==> src/design/shunt_seq_pkg.sv <==
/*
  Constants, register map and state types for the shunt and bus conversion sequencer.
  Assumes a 25 MHz clock and 32-bit AHB-Lite register access, one word per register.
*/
package shunt_seq_pkg;

  // Register byte offsets
  localparam logic [7:0] OFF_CONFIG = 8'h00;
  localparam logic [7:0] OFF_SHUNT = 8'h04;
  localparam logic [7:0] OFF_BUS = 8'h08;
  localparam logic [7:0] OFF_POWER = 8'h0c;
  localparam logic [7:0] OFF_CURRENT = 8'h10;
  localparam logic [7:0] OFF_CAL = 8'h14;
  localparam logic [7:0] OFF_STATUS = 8'h18;
  localparam logic [7:0] OFF_IRQ_STAT = 8'h1c;
  localparam logic [7:0] OFF_IRQ_MASK = 8'h20;

  // Configuration field layout
  localparam int CFG_W = 14;
  localparam int CFG_MODE_POS = 0;
  localparam int CFG_SAVG_POS = 3;
  localparam int CFG_BAVG_POS = 7;
  localparam int CFG_GAIN_POS = 11;
  localparam int CFG_BRNG_POS = 13;
  localparam logic [CFG_W-1:0] CFG_RESET = 14'h399f;

  // Mode field codes and bits
  localparam logic [2:0] MODE_PDOWN = 3'h0;
  localparam logic [2:0] MODE_ADC_OFF = 3'h4;
  localparam int MODE_SHUNT_BIT = 0;
  localparam int MODE_BUS_BIT = 1;
  localparam int MODE_CONT_BIT = 2;

  // Status and interrupt bits
  localparam int STAT_READY_BIT = 0;
  localparam int STAT_BUSY_BIT = 1;
  localparam int IRQ_DONE_BIT = 0;
  localparam int IRQ_OVF_BIT = 1;

  // Timing
  localparam int CLK_HZ = 25000000;
  localparam int RECOVER_NS = 40000;
  localparam int RECOVER_CYCLES = (RECOVER_NS * (CLK_HZ / 1000000) + 999) / 1000;
  localparam logic [9:0] RECOVER_LAST = 10'(RECOVER_CYCLES - 1);

  // Arithmetic scaling
  localparam int CURRENT_SHIFT = 12;
  localparam logic [32:0] POWER_DIV = 33'h000001388;

  typedef enum logic [1:0] {SEQ_IDLE, SEQ_WAKE, SEQ_START, SEQ_WAIT} seq_t;

  typedef struct packed {
    logic [CFG_W-1:0] cfg;
    logic [15:0] cal;
    logic [15:0] shunt_val;
    logic [15:0] bus_val;
    logic [15:0] cur_val;
    logic [15:0] pow_val;
    logic ready;
    logic [1:0] irq_stat;
    logic [1:0] irq_mask;
    logic irq;
    seq_t seq;
    logic chan;
    logic [7:0] cnt;
    logic [23:0] acc;
    logic [9:0] wait_cnt;
    logic pd_seen;
    logic oneshot;
    logic calc_pend;
    logic adc_start;
    logic adc_power_en;
    logic [1:0] adc_res;
    logic hreadyout;
    logic hresp;
    logic [31:0] hrdata;
    logic wr_pend;
    logic [7:0] wr_addr;
    logic trig_s1;
    logic trig_s2;
    logic trig_prev;
  } state_t;

endpackage

==> src/design/shunt_bus_conversion_sequencer.sv <==
/*
  Conversion sequencer for a shunt and bus voltage monitor, with background current and
  power arithmetic, an AHB-Lite register slave and a masked level interrupt.
  Assumes an external ADC handshake on hclk (start pulse, done pulse with data) and an
  asynchronous convert trigger pin.
*/
// Overview of operation
// - Mode 101 converts shunt repeatedly, averaging the shunt averaging field count.
// - With the bus mode bit set, each shunt set is followed by a bus set using the bus averaging count.
// - Mode codes offer shunt only or bus only, continuous or triggered.
// - Current and power are computed alongside the next conversion, adding no time.
// - Leaving power-down waits 40 us before conversions resume.
// - ADC-off mode halts all conversion activity.
// - Every write of a triggered mode launches one single-shot conversion.
// - Result registers always readable and hold the last completed result.
// - Ready flag sets only after conversions, averaging and multiplications finish.
// - Configuration writes clear ready, except power-down or ADC-off writes.
// - Reading the status register clears ready.
// - A single shot launched by the trigger pin clears ready.
// - Shunt gain selects one, two, four or eight times the 40 mV range.
// - Bus range selects 16 V or 32 V full scale.
// - Shunt and bus resolution and averaging fields are separate.
// - With 128-sample averaging shunt and bus samples may lie 68 ms apart.
// - Reset gives 12-bit, 320 mV, 32 V range, continuous both channels.
// - Current and power are zero while calibration is zero.
`timescale 1ns/1ps
module shunt_bus_conversion_sequencer
  import shunt_seq_pkg::*;
(
  input wire logic hclk,
  input wire logic hresetn,
  input wire logic hsel,
  input wire logic [31:0] haddr,
  input wire logic [1:0] htrans,
  input wire logic hwrite,
  input wire logic [2:0] hsize,
  input wire logic [31:0] hwdata,
  input wire logic hready,
  output logic hreadyout,
  output logic hresp,
  output logic [31:0] hrdata,
  output logic irq,
  input wire logic conv_trigger,
  output logic adc_start,
  output logic adc_chan,
  output logic adc_power_en,
  output logic [1:0] adc_res,
  input wire logic adc_done,
  input wire logic [15:0] adc_data,
  output logic [1:0] shunt_gain_setting,
  output logic bus_range_sel
);

  state_t s_reg;
  state_t s_next;

  logic [2:0] mode;
  logic halt;
  logic cfg_wr;
  logic clr_ready;
  logic trig_edge;
  logic first_chan;
  logic [2:0] shift;
  logic [7:0] nsamp;
  logic [23:0] acc_new;
  logic [23:0] avg;
  logic signed [32:0] prod_c;
  logic signed [32:0] cur_wide;
  logic [15:0] cur;
  logic [16:0] cur_mag;
  logic [32:0] prod_p;
  logic [32:0] pow_q;
  logic ovf;

  // Samples per result: 2^n when bit 3 is set, else one sample
  function automatic logic [2:0] avg_shift(input logic [3:0] field);
    avg_shift = field[3] ? field[2:0] : 3'h0;
  endfunction

  // Resolution code handed to the ADC; averaging runs at full resolution
  function automatic logic [1:0] res_code(input logic [3:0] field);
    res_code = field[3] ? 2'h3 : field[1:0];
  endfunction

  function automatic logic [15:0] sat_s16(input logic signed [32:0] v);
    if (v > 33'sh000007fff) begin
      sat_s16 = 16'h7fff;
    end else if (v < -33'sh000008000) begin
      sat_s16 = 16'h8000;
    end else begin
      sat_s16 = v[15:0];
    end
  endfunction

  always_comb begin
    s_next = s_reg;
    s_next.adc_start = 1'b0;
    s_next.hreadyout = 1'b1;
    s_next.hresp = 1'b0;
    s_next.wr_pend = 1'b0;
    s_next.trig_s1 = conv_trigger;
    s_next.trig_s2 = s_reg.trig_s1;
    s_next.trig_prev = s_reg.trig_s2;
    cfg_wr = 1'b0;
    clr_ready = 1'b0;
    shift = 3'h0;
    nsamp = 8'h01;
    acc_new = 24'h000000;
    avg = 24'h000000;
    prod_c = 33'sh000000000;
    cur_wide = 33'sh000000000;
    cur = 16'h0000;
    cur_mag = 17'h00000;
    prod_p = 33'h000000000;
    pow_q = 33'h000000000;
    ovf = 1'b0;

    // Bus data phase of a write
    if (s_reg.wr_pend) begin
      case (s_reg.wr_addr)
        OFF_CONFIG: begin
          s_next.cfg = hwdata[CFG_W-1:0];
          cfg_wr = 1'b1;
          if (hwdata[CFG_MODE_POS +: 3] != MODE_PDOWN &&
              hwdata[CFG_MODE_POS +: 3] != MODE_ADC_OFF) begin
            clr_ready = 1'b1;
          end
          if (!hwdata[CFG_MODE_POS + MODE_CONT_BIT] &&
              hwdata[CFG_MODE_POS +: 3] != MODE_PDOWN) begin
            s_next.oneshot = 1'b1;
          end
        end
        OFF_CAL: s_next.cal = hwdata[15:0];
        OFF_IRQ_STAT: s_next.irq_stat = s_reg.irq_stat & ~hwdata[1:0];
        OFF_IRQ_MASK: s_next.irq_mask = hwdata[1:0];
        default: ;
      endcase
    end

    // Bus address phase; read data is registered for the data phase
    s_next.hrdata = 32'h00000000;
    if (hsel && htrans[1] && hready) begin
      s_next.wr_pend = hwrite && (haddr[31:8] == 24'h000000);
      s_next.wr_addr = haddr[7:0];
      if (!hwrite && haddr[31:8] == 24'h000000) begin
        case (haddr[7:0])
          OFF_CONFIG: s_next.hrdata = {18'h00000, s_reg.cfg};
          OFF_SHUNT: s_next.hrdata = {16'h0000, s_reg.shunt_val};
          OFF_BUS: s_next.hrdata = {16'h0000, s_reg.bus_val};
          OFF_POWER: s_next.hrdata = {16'h0000, s_reg.pow_val};
          OFF_CURRENT: s_next.hrdata = {16'h0000, s_reg.cur_val};
          OFF_CAL: s_next.hrdata = {16'h0000, s_reg.cal};
          OFF_STATUS: begin
            s_next.hrdata = {30'h00000000,
                             s_reg.seq != SEQ_IDLE || s_reg.calc_pend, s_reg.ready};
            clr_ready = 1'b1;
          end
          OFF_IRQ_STAT: s_next.hrdata = {30'h00000000, s_reg.irq_stat};
          OFF_IRQ_MASK: s_next.hrdata = {30'h00000000, s_reg.irq_mask};
          default: s_next.hrdata = 32'h00000000;
        endcase
      end
    end

    mode = s_next.cfg[CFG_MODE_POS +: 3];
    halt = (mode == MODE_PDOWN) || (mode == MODE_ADC_OFF);
    first_chan = !mode[MODE_SHUNT_BIT];

    // Trigger pin launches a single shot in triggered modes
    trig_edge = s_reg.trig_s2 && !s_reg.trig_prev;
    if (trig_edge && !halt && !mode[MODE_CONT_BIT]) begin
      s_next.oneshot = 1'b1;
      clr_ready = 1'b1;
    end

    if (clr_ready) begin
      s_next.ready = 1'b0;
    end

    // Background arithmetic, one cycle, while the next set already runs
    if (s_reg.calc_pend) begin
      s_next.calc_pend = 1'b0;
      if (s_reg.cal == 16'h0000) begin
        s_next.cur_val = 16'h0000;
        s_next.pow_val = 16'h0000;
      end else begin
        prod_c = $signed(s_reg.shunt_val) * $signed({1'b0, s_reg.cal});
        cur_wide = prod_c >>> CURRENT_SHIFT;
        cur = sat_s16(cur_wide);
        cur_mag = cur[15] ? (17'h00000 - {1'b1, cur}) : {1'b0, cur};
        prod_p = cur_mag * s_reg.bus_val;
        pow_q = prod_p / POWER_DIV;
        ovf = (cur_wide > 33'sh000007fff) || (cur_wide < -33'sh000008000) ||
              (pow_q > 33'h00000ffff);
        s_next.cur_val = cur;
        s_next.pow_val = (pow_q > 33'h00000ffff) ? 16'hffff : pow_q[15:0];
      end
      s_next.ready = 1'b1;
      s_next.irq_stat[IRQ_DONE_BIT] = 1'b1;
      if (ovf) begin
        s_next.irq_stat[IRQ_OVF_BIT] = 1'b1;
      end
    end

    // Conversion sequencer
    s_next.adc_power_en = (mode != MODE_PDOWN);
    if (mode == MODE_PDOWN) begin
      s_next.pd_seen = 1'b1;
    end
    if (halt || cfg_wr) begin
      s_next.seq = SEQ_IDLE;
      if (halt) begin
        s_next.oneshot = 1'b0;
      end
    end else begin
      case (s_reg.seq)
        SEQ_IDLE: begin
          if (s_reg.pd_seen) begin
            s_next.seq = SEQ_WAKE;
            s_next.wait_cnt = 10'h000;
          end else if (mode[MODE_CONT_BIT] || s_next.oneshot) begin
            s_next.chan = first_chan;
            s_next.cnt = 8'h00;
            s_next.acc = 24'h000000;
            s_next.seq = SEQ_START;
          end
        end
        SEQ_WAKE: begin
          if (s_reg.wait_cnt == RECOVER_LAST) begin
            s_next.pd_seen = 1'b0;
            s_next.seq = SEQ_IDLE;
          end else begin
            s_next.wait_cnt = s_reg.wait_cnt + 10'h001;
          end
        end
        SEQ_START: begin
          s_next.adc_start = 1'b1;
          s_next.seq = SEQ_WAIT;
        end
        SEQ_WAIT: begin
          if (adc_done) begin
            shift = s_reg.chan ? avg_shift(s_reg.cfg[CFG_BAVG_POS +: 4]) :
                                 avg_shift(s_reg.cfg[CFG_SAVG_POS +: 4]);
            nsamp = 8'h01 << shift;
            acc_new = s_reg.acc + (s_reg.chan ? {8'h00, adc_data} :
                                   {{8{adc_data[15]}}, adc_data});
            if (s_reg.cnt == nsamp - 8'h01) begin
              avg = $signed(acc_new) >>> shift;
              if (s_reg.chan) begin
                s_next.bus_val = avg[15:0];
              end else begin
                s_next.shunt_val = avg[15:0];
              end
              s_next.cnt = 8'h00;
              s_next.acc = 24'h000000;
              if (!s_reg.chan && mode[MODE_BUS_BIT]) begin
                s_next.chan = 1'b1;
                s_next.seq = SEQ_START;
              end else begin
                s_next.calc_pend = 1'b1;
                if (mode[MODE_CONT_BIT]) begin
                  s_next.chan = first_chan;
                  s_next.seq = SEQ_START;
                end else begin
                  s_next.oneshot = 1'b0;
                  s_next.seq = SEQ_IDLE;
                end
              end
            end else begin
              s_next.acc = acc_new;
              s_next.cnt = s_reg.cnt + 8'h01;
              s_next.seq = SEQ_START;
            end
          end
        end
        default: s_next.seq = SEQ_IDLE;
      endcase
    end
    s_next.adc_res = s_next.chan ? res_code(s_next.cfg[CFG_BAVG_POS +: 4]) :
                                   res_code(s_next.cfg[CFG_SAVG_POS +: 4]);

    s_next.irq = |(s_next.irq_stat & s_next.irq_mask);
  end

  always_ff @(posedge hclk or negedge hresetn) begin
    if (!hresetn) begin
      s_reg <= '0;
      s_reg.cfg <= CFG_RESET;
      s_reg.hreadyout <= 1'b1;
      s_reg.adc_power_en <= 1'b1;
      s_reg.adc_res <= 2'h3;
    end else begin
      s_reg <= s_next;
    end
  end

  assign hreadyout = s_reg.hreadyout;
  assign hresp = s_reg.hresp;
  assign hrdata = s_reg.hrdata;
  assign irq = s_reg.irq;
  assign adc_start = s_reg.adc_start;
  assign adc_chan = s_reg.chan;
  assign adc_power_en = s_reg.adc_power_en;
  assign adc_res = s_reg.adc_res;
  assign shunt_gain_setting = s_reg.cfg[CFG_GAIN_POS +: 2];
  assign bus_range_sel = s_reg.cfg[CFG_BRNG_POS];

endmodule

==> config.mk <==
export PLATFORM = sky130hd
export DESIGN_NAME = shunt_bus_conversion_sequencer
export DESIGN_NICKNAME = d
export VERILOG_FILES = /design/src/design/shunt_seq_pkg.sv /design/src/design/shunt_bus_conversion_sequencer.sv
export SDC_FILE = /design/constraint.sdc
export NUM_CORES = 2
export LEC_CHECK = 0
export ABC_AREA = 1
export BUFFER_PORTS_ARGS = -buffer_cell sky130_fd_sc_hd__buf_2
export CORE_MARGIN = 2
export CORE_UTILIZATION = 55
export CTS_CLUSTER_SIZE = 8
export DETAILED_ROUTE_END_ITERATION = 7
export PLACE_DENSITY_LB_ADDON = 0.15
export REMOVE_ABC_BUFFERS = 1
export SYNTH_ARGS = -nofsm -noshare
export SYNTH_HDL_FRONTEND = slang
export SYNTH_SLANG_ARGS = --single-unit
==> constraint.sdc <==
create_clock -name hclk -period 35.2 [get_ports hclk]
set_input_delay 1.76 -clock hclk [delete_from_list [all_inputs] [get_ports hclk]]
set_output_delay 1.76 -clock hclk [all_outputs]
set_load 0.005 [all_outputs]
Word level (Yosys, flattened, before mapping)
Cells that the tools add are included.
- reductions and logical operators: 43
- multiply operators: 2
- equal/unequal tests: 26
- shifts and indexed selects: 2
- bitwise gates (word level): 5
- $lt $le $gt $ge: 3
- mux-type cells: 71
- $add $sub $neg: 5
- div/mod/pow operators: 1
- operator list (cell ; count):
    $pmux W16 S9 ; 1
    $mux W16 ; 7
    $mux W35 ; 2
    $pmux W33 S2 ; 1
    $mux W32 ; 2
    $eq A8 B5 Y1 const B ; 6
    $mux W44 ; 1
    $div A33 B13 Y33 const B ; 1
    $gt A33 B16 Y1 const B ; 1
    $mul A16 B17 Y33 ; 1
    $mul A17 B16 Y33 ; 1
    $mux W33 ; 1
    $mux W2 ; 15
    $mux W27 ; 1
    $mux W1 ; 26
    $mux W25 ; 1
    $add A24 B24 Y24 ; 1
    $logic_not A24 Y1 ; 1
    $mux W24 ; 1
    $sshr A24 B3 Y16 ; 1
    $gt A21 B16 Y1 const B ; 1
    $lt A21 B16 Y1 const B ; 1
    $mux W10 ; 2
    $pmux W10 S2 ; 1
    other kinds (38) ; 81
- memories: 0
- word-level logic and storage cells: 186
- bits of input ports: 92
- bits in writable memories: 0
- bits in read-only memories: 0
- flip-flop bits (word level): 196
- latch bits: 0

Depth between registers and ports, before layout
- word-level depth: 18
- gate-level depth with buffers: 221

Least setup slack after synthesis
No wires, ideal clock.
- path type: register to register
- start point: register s_reg[173] in the netlist's numbering
- end point: register s_reg[104] in the netlist's numbering
- buffers on the path: 18
- data required time: 35.083 ns
- clock period less this slack: 25.992 ns
- arrival time: 25.875 ns
- slack: 9.208 ns
- setup time: 0.117 ns
- cell stages (with the launch flop): 190
- cell sequence: dfrtp_1 > clkbuf_1 > buf_1 > nand2_1 > fa_1 > inv_1 > fa_1 > inv_1 > fa_1 > inv_1 > fa_1 > fa_1 > inv_1 > fa_1 > inv_1 > ha_1 > nand2_1 > inv_1 > (+154 left out) > nand2_4 > nor2_4 > nand2_4 > nand3_4 > nand2_4 > buf_12 > nand3_2 > nand3_2 > a21oi_4 > nand2_2 > nand2_1 > nand3_1 > nand2_1 > nand2_1 > nor2_1 > nand2_1 > nand2_1 > nand2_1
- cells in the longest elaborated chain, start to end: 13
- ends and longest elaborated chain (what ; RTL line ; text):
    from (decl) ; shunt_bus_conversion_sequencer.sv:54 ; state_t s_reg;
    from (signal assigned) ; shunt_bus_conversion_sequencer.sv:293 ; s_reg <= s_next;
    $mul A16 B17 Y33 ; shunt_bus_conversion_sequencer.sv:187 ; prod_c = $signed(s_reg.shunt_val) * $signed({1'b0, s_reg.cal});
    $lt A21 B16 Y1 ; shunt_bus_conversion_sequencer.sv:88 ; end else if (v < -33'sh000008000) begin
    $mux W16 ; shunt_bus_conversion_sequencer.sv:88 ;
    $mux W16 ; shunt_bus_conversion_sequencer.sv:86 ; if (v > 33'sh000007fff) begin
    $mux W16 ; shunt_bus_conversion_sequencer.sv:183 ; if (s_reg.cal == 16'h0000) begin
    $mux W16 ; shunt_bus_conversion_sequencer.sv:181 ; if (s_reg.calc_pend) begin
    $sub A1 B17 Y17 ; shunt_bus_conversion_sequencer.sv:190 ; cur_mag = cur[15] ? (17'h00000 - {1'b1, cur}) : {1'b0, cur};
    $mux W17 ; shunt_bus_conversion_sequencer.sv:190 ;
    $mul A17 B16 Y33 ; shunt_bus_conversion_sequencer.sv:191 ; prod_p = cur_mag * s_reg.bus_val;
    $div A33 B13 Y33 ; shunt_bus_conversion_sequencer.sv:192 ; pow_q = prod_p / POWER_DIV;
    $gt A33 B16 Y1 ; shunt_bus_conversion_sequencer.sv:196 ; s_next.pow_val = (pow_q > 33'h00000ffff) ? 16'hffff : pow_q[15:0];
    $mux W16 ; shunt_bus_conversion_sequencer.sv:196 ;
    $mux W32 (*) ; shunt_bus_conversion_sequencer.sv:183 ;
Mark *: on every way between the ends. The rest lies on a longest branch, timed or not. The select of a mux whose other input is x is not followed.
A chain may end at the register's enable or synchronous reset.

Final worst setup path
- start point: register s_reg[160] in the netlist's numbering
- end point: register s_reg[104] in the netlist's numbering
- cells in the longest elaborated chain, start to end: 13
- ends and longest elaborated chain (what ; RTL line):
    $mul A16 B17 Y33 (*) ; shunt_bus_conversion_sequencer.sv:187
    $lt A21 B16 Y1 ; shunt_bus_conversion_sequencer.sv:88
    $mux W16 ; shunt_bus_conversion_sequencer.sv:88
    $mux W16 (*) ; shunt_bus_conversion_sequencer.sv:86
    $mux W16 (*) ; shunt_bus_conversion_sequencer.sv:183
    $mux W16 (*) ; shunt_bus_conversion_sequencer.sv:181
    $sub A1 B17 Y17 ; shunt_bus_conversion_sequencer.sv:190
    $mux W17 (*) ; shunt_bus_conversion_sequencer.sv:190
    $mul A17 B16 Y33 (*) ; shunt_bus_conversion_sequencer.sv:191
    $div A33 B13 Y33 (*) ; shunt_bus_conversion_sequencer.sv:192
    $gt A33 B16 Y1 ; shunt_bus_conversion_sequencer.sv:196
    $mux W16 (*) ; shunt_bus_conversion_sequencer.sv:196
    $mux W32 (*) ; shunt_bus_conversion_sequencer.sv:183
Marked as above.

==> metrics.yaml <==
run_status: "complete, no violations"
diodes: 0
fill_cells: 6558
synthXorXnorAreaFrac_pct: 3.25
synth_top_cell_by_area: "fa_1"
path_common_cell: "nand2_4"
reg2reg_depth: 177
synth_ff_type: "dfrtp_1"
antenna_found_initial: 0
routed_via_density: 5.29
core-area_um2: 67400
grt_pass1_wl_um: 160000
fin_nets: 5964
rrSetupSlack_ns: 3.19
setup_viol: 0
fp.dieW_um: 265
cts_max_path_buffers: 2
synth_edf_count: 0
grtUsageTotal_pct: 27.8
syn_area_per_cell_um2: 7.18
path_max_fanout: 18
cts_made_buffers: 17
routed-via-count: 32300
grt_overflow: 0
die_h_um: 265
place_congestion: 0.935
end_kind: "flop"
cap_violations: 0
synth-adder-area-share_pct: 29.9
synthSimpleGateAreaFrac_pct: 32.9
rows: 95
yosysUniqueCellTypes: 82
grt_pass1_vias: 31600
ctsResizeCount: 0
synth_mux_area_share_pct: 0.233
dpl.hpwl_um: 78000
synthTopCellsByArea: "fa_1, nand2_1, dfrtp_1, inv_1, ha_1"
syn_inst: 5228
drcViolationCount: 0
critPathRequiredTime_ns: 35.53
synth_top_family_by_area: "simple AND/OR/NAND/NOR gates"
hold_buffers: 0
fmax_mhz: 31.2
synth_area_um2: 37500
cts_tree: "built"
maxSlewViolCount: 0
hp-class: "flop to flop"
crit_cells: 177
postRouteAntennaNets: 0
slew_headroom_pct: 14.0
drt_iter0_drc: 2109
hold_viol: 0
totalWireLength_um: 95100
worst_skew_pair.late_latency_ns: 0.44
area.sequential_um2: 4500
crit_family: "simple AND/OR/NAND/NOR gates"
ys_ff_latch: 179
wl_per_cell_um: 15.6
yosysTopAreaCellShare_pct: 21.5
synth_compound_area_share_pct: 7.93
cts_root_buf: "clkbuf_16"
multiInputGateArea_um2: 28000
cp_slowest_cell: "dfrtp_1"
first_pass_iters: 8
rsz0062_at_grt: "false"
hold_path_depth: 0
fin_crit_ns: 32.01
cp-start-kind: "flop"
port_buffers: 96
ys_seq_area_share_pct: 12.0
finalCritPeriodShare_pct: 90.9
critPathMaxStageDelay_ns: 1.01
floorplan.initialDensity_pct: 55.7
ios: 135
crit_type: "flop to flop"
clock-sinks: 179
clkSlewWorstSetupHoldPaths_ns: 0.07
critPathBufInv: 24
dieArea_um2: 70300
post-cts-setup-buffers: 0
grt_max_degree: 124
clock_skew_ns: 0.0163
area_growth_pct: 4.04
ctsHtreeMaxLevel: 4
cp.arrival_ns: 32.34
largest_reg_flops: 152
layout-drive-gt1-share_pct: 14.1
setup_tns_ns: 0
ys.warnings.count: 0
async_flop_share_pct: 100
worst_slew_pin_slew_ns: 1.29
==> placed cells by master, fill, tap and decap left out, types with 50 or more instances in the layout <==
cell	n
nand2_2	180
inv_1	1011
dfrtp_1	166
nand2_4	118
nand3_1	243
buf_2	95
ha_1	254
nand4_1	50
nand2_1	1325
o21ai_0	214
nor2_1	337
a21oi_1	105
fa_1	402
xor2_1	90
nor2_2	54
==> cell families after synthesis <==
kind of cell / Yosys count
AO/OA/AOI/OAI: 487
XOR/XNOR: 131
other: 2
multiplexers: 8
AND/OR/NAND/NOR: 2490
adder cells (fa/ha/maj): 656
buffers and inverters: 1275
flip-flops: 179
==> cell type report <==
type | count | share of cell area [%]
clock inverters | 10 | 0.375
clock buffers | 22 | 1.24
flip-flops and latches | 179 | 11.5
repair buffers | 121 | 1.73
well taps | 873 | 2.80
inverters | 1091 | 10.6
multi-input cells | 3806 | 71.7
==> per-stage QoR <==
step	instance area (um^2)	hold slack (ns)	util [%]	worst slack [ns]	instances
final	39000	0.352	57.9	3.19	6102
after global placement	38400	0.349	57.0	3.59	6070
after floorplan	36600	0.331	-	8.22	5076
after detailed placement	38400	0.342	57.0	3.44	6070
after CTS	39000	0.355	57.9	3.32	6102
after global routing	39000	0.359	57.9	0.383	6102
==> Yosys cell counts, types with 90 or more instances <==
master       n
xor2_1      90
nand3_1    243
fa_1       402
nand2_1   1325
a21oi_1    105
inv_1     1011
nor2_1     337
ha_1       254
dfrtp_1    166
o21ai_0    214
nand2_4    118
nand2_2    180
clkbuf_1   112
==> layer usage <==
metal,track usage [%],vias up,part of all wire [%]
met4,6.46,0,2.6
met3,3.25,153,6.1
met5,0,-,0
met2,46.9,954,47
met1,38.4,15300,44
li1,-,15900,-
==> path summary, 6_finish.rpt <==
check                                   to  startpoint
worst max-delay path            s_reg[104]  s_reg[160]
worst min-delay path             s_next[0]   s_next[1]
worst max register to register  s_reg[104]  s_reg[160]
worst min register to register   s_next[0]   s_next[1]
max in group asynchronous       s_reg[128]     hresetn
min in group asynchronous        s_reg[51]     hresetn
Power is not shown: default switching activity piles up to over one toggle a cycle in this logic, so the estimate is an artifact.
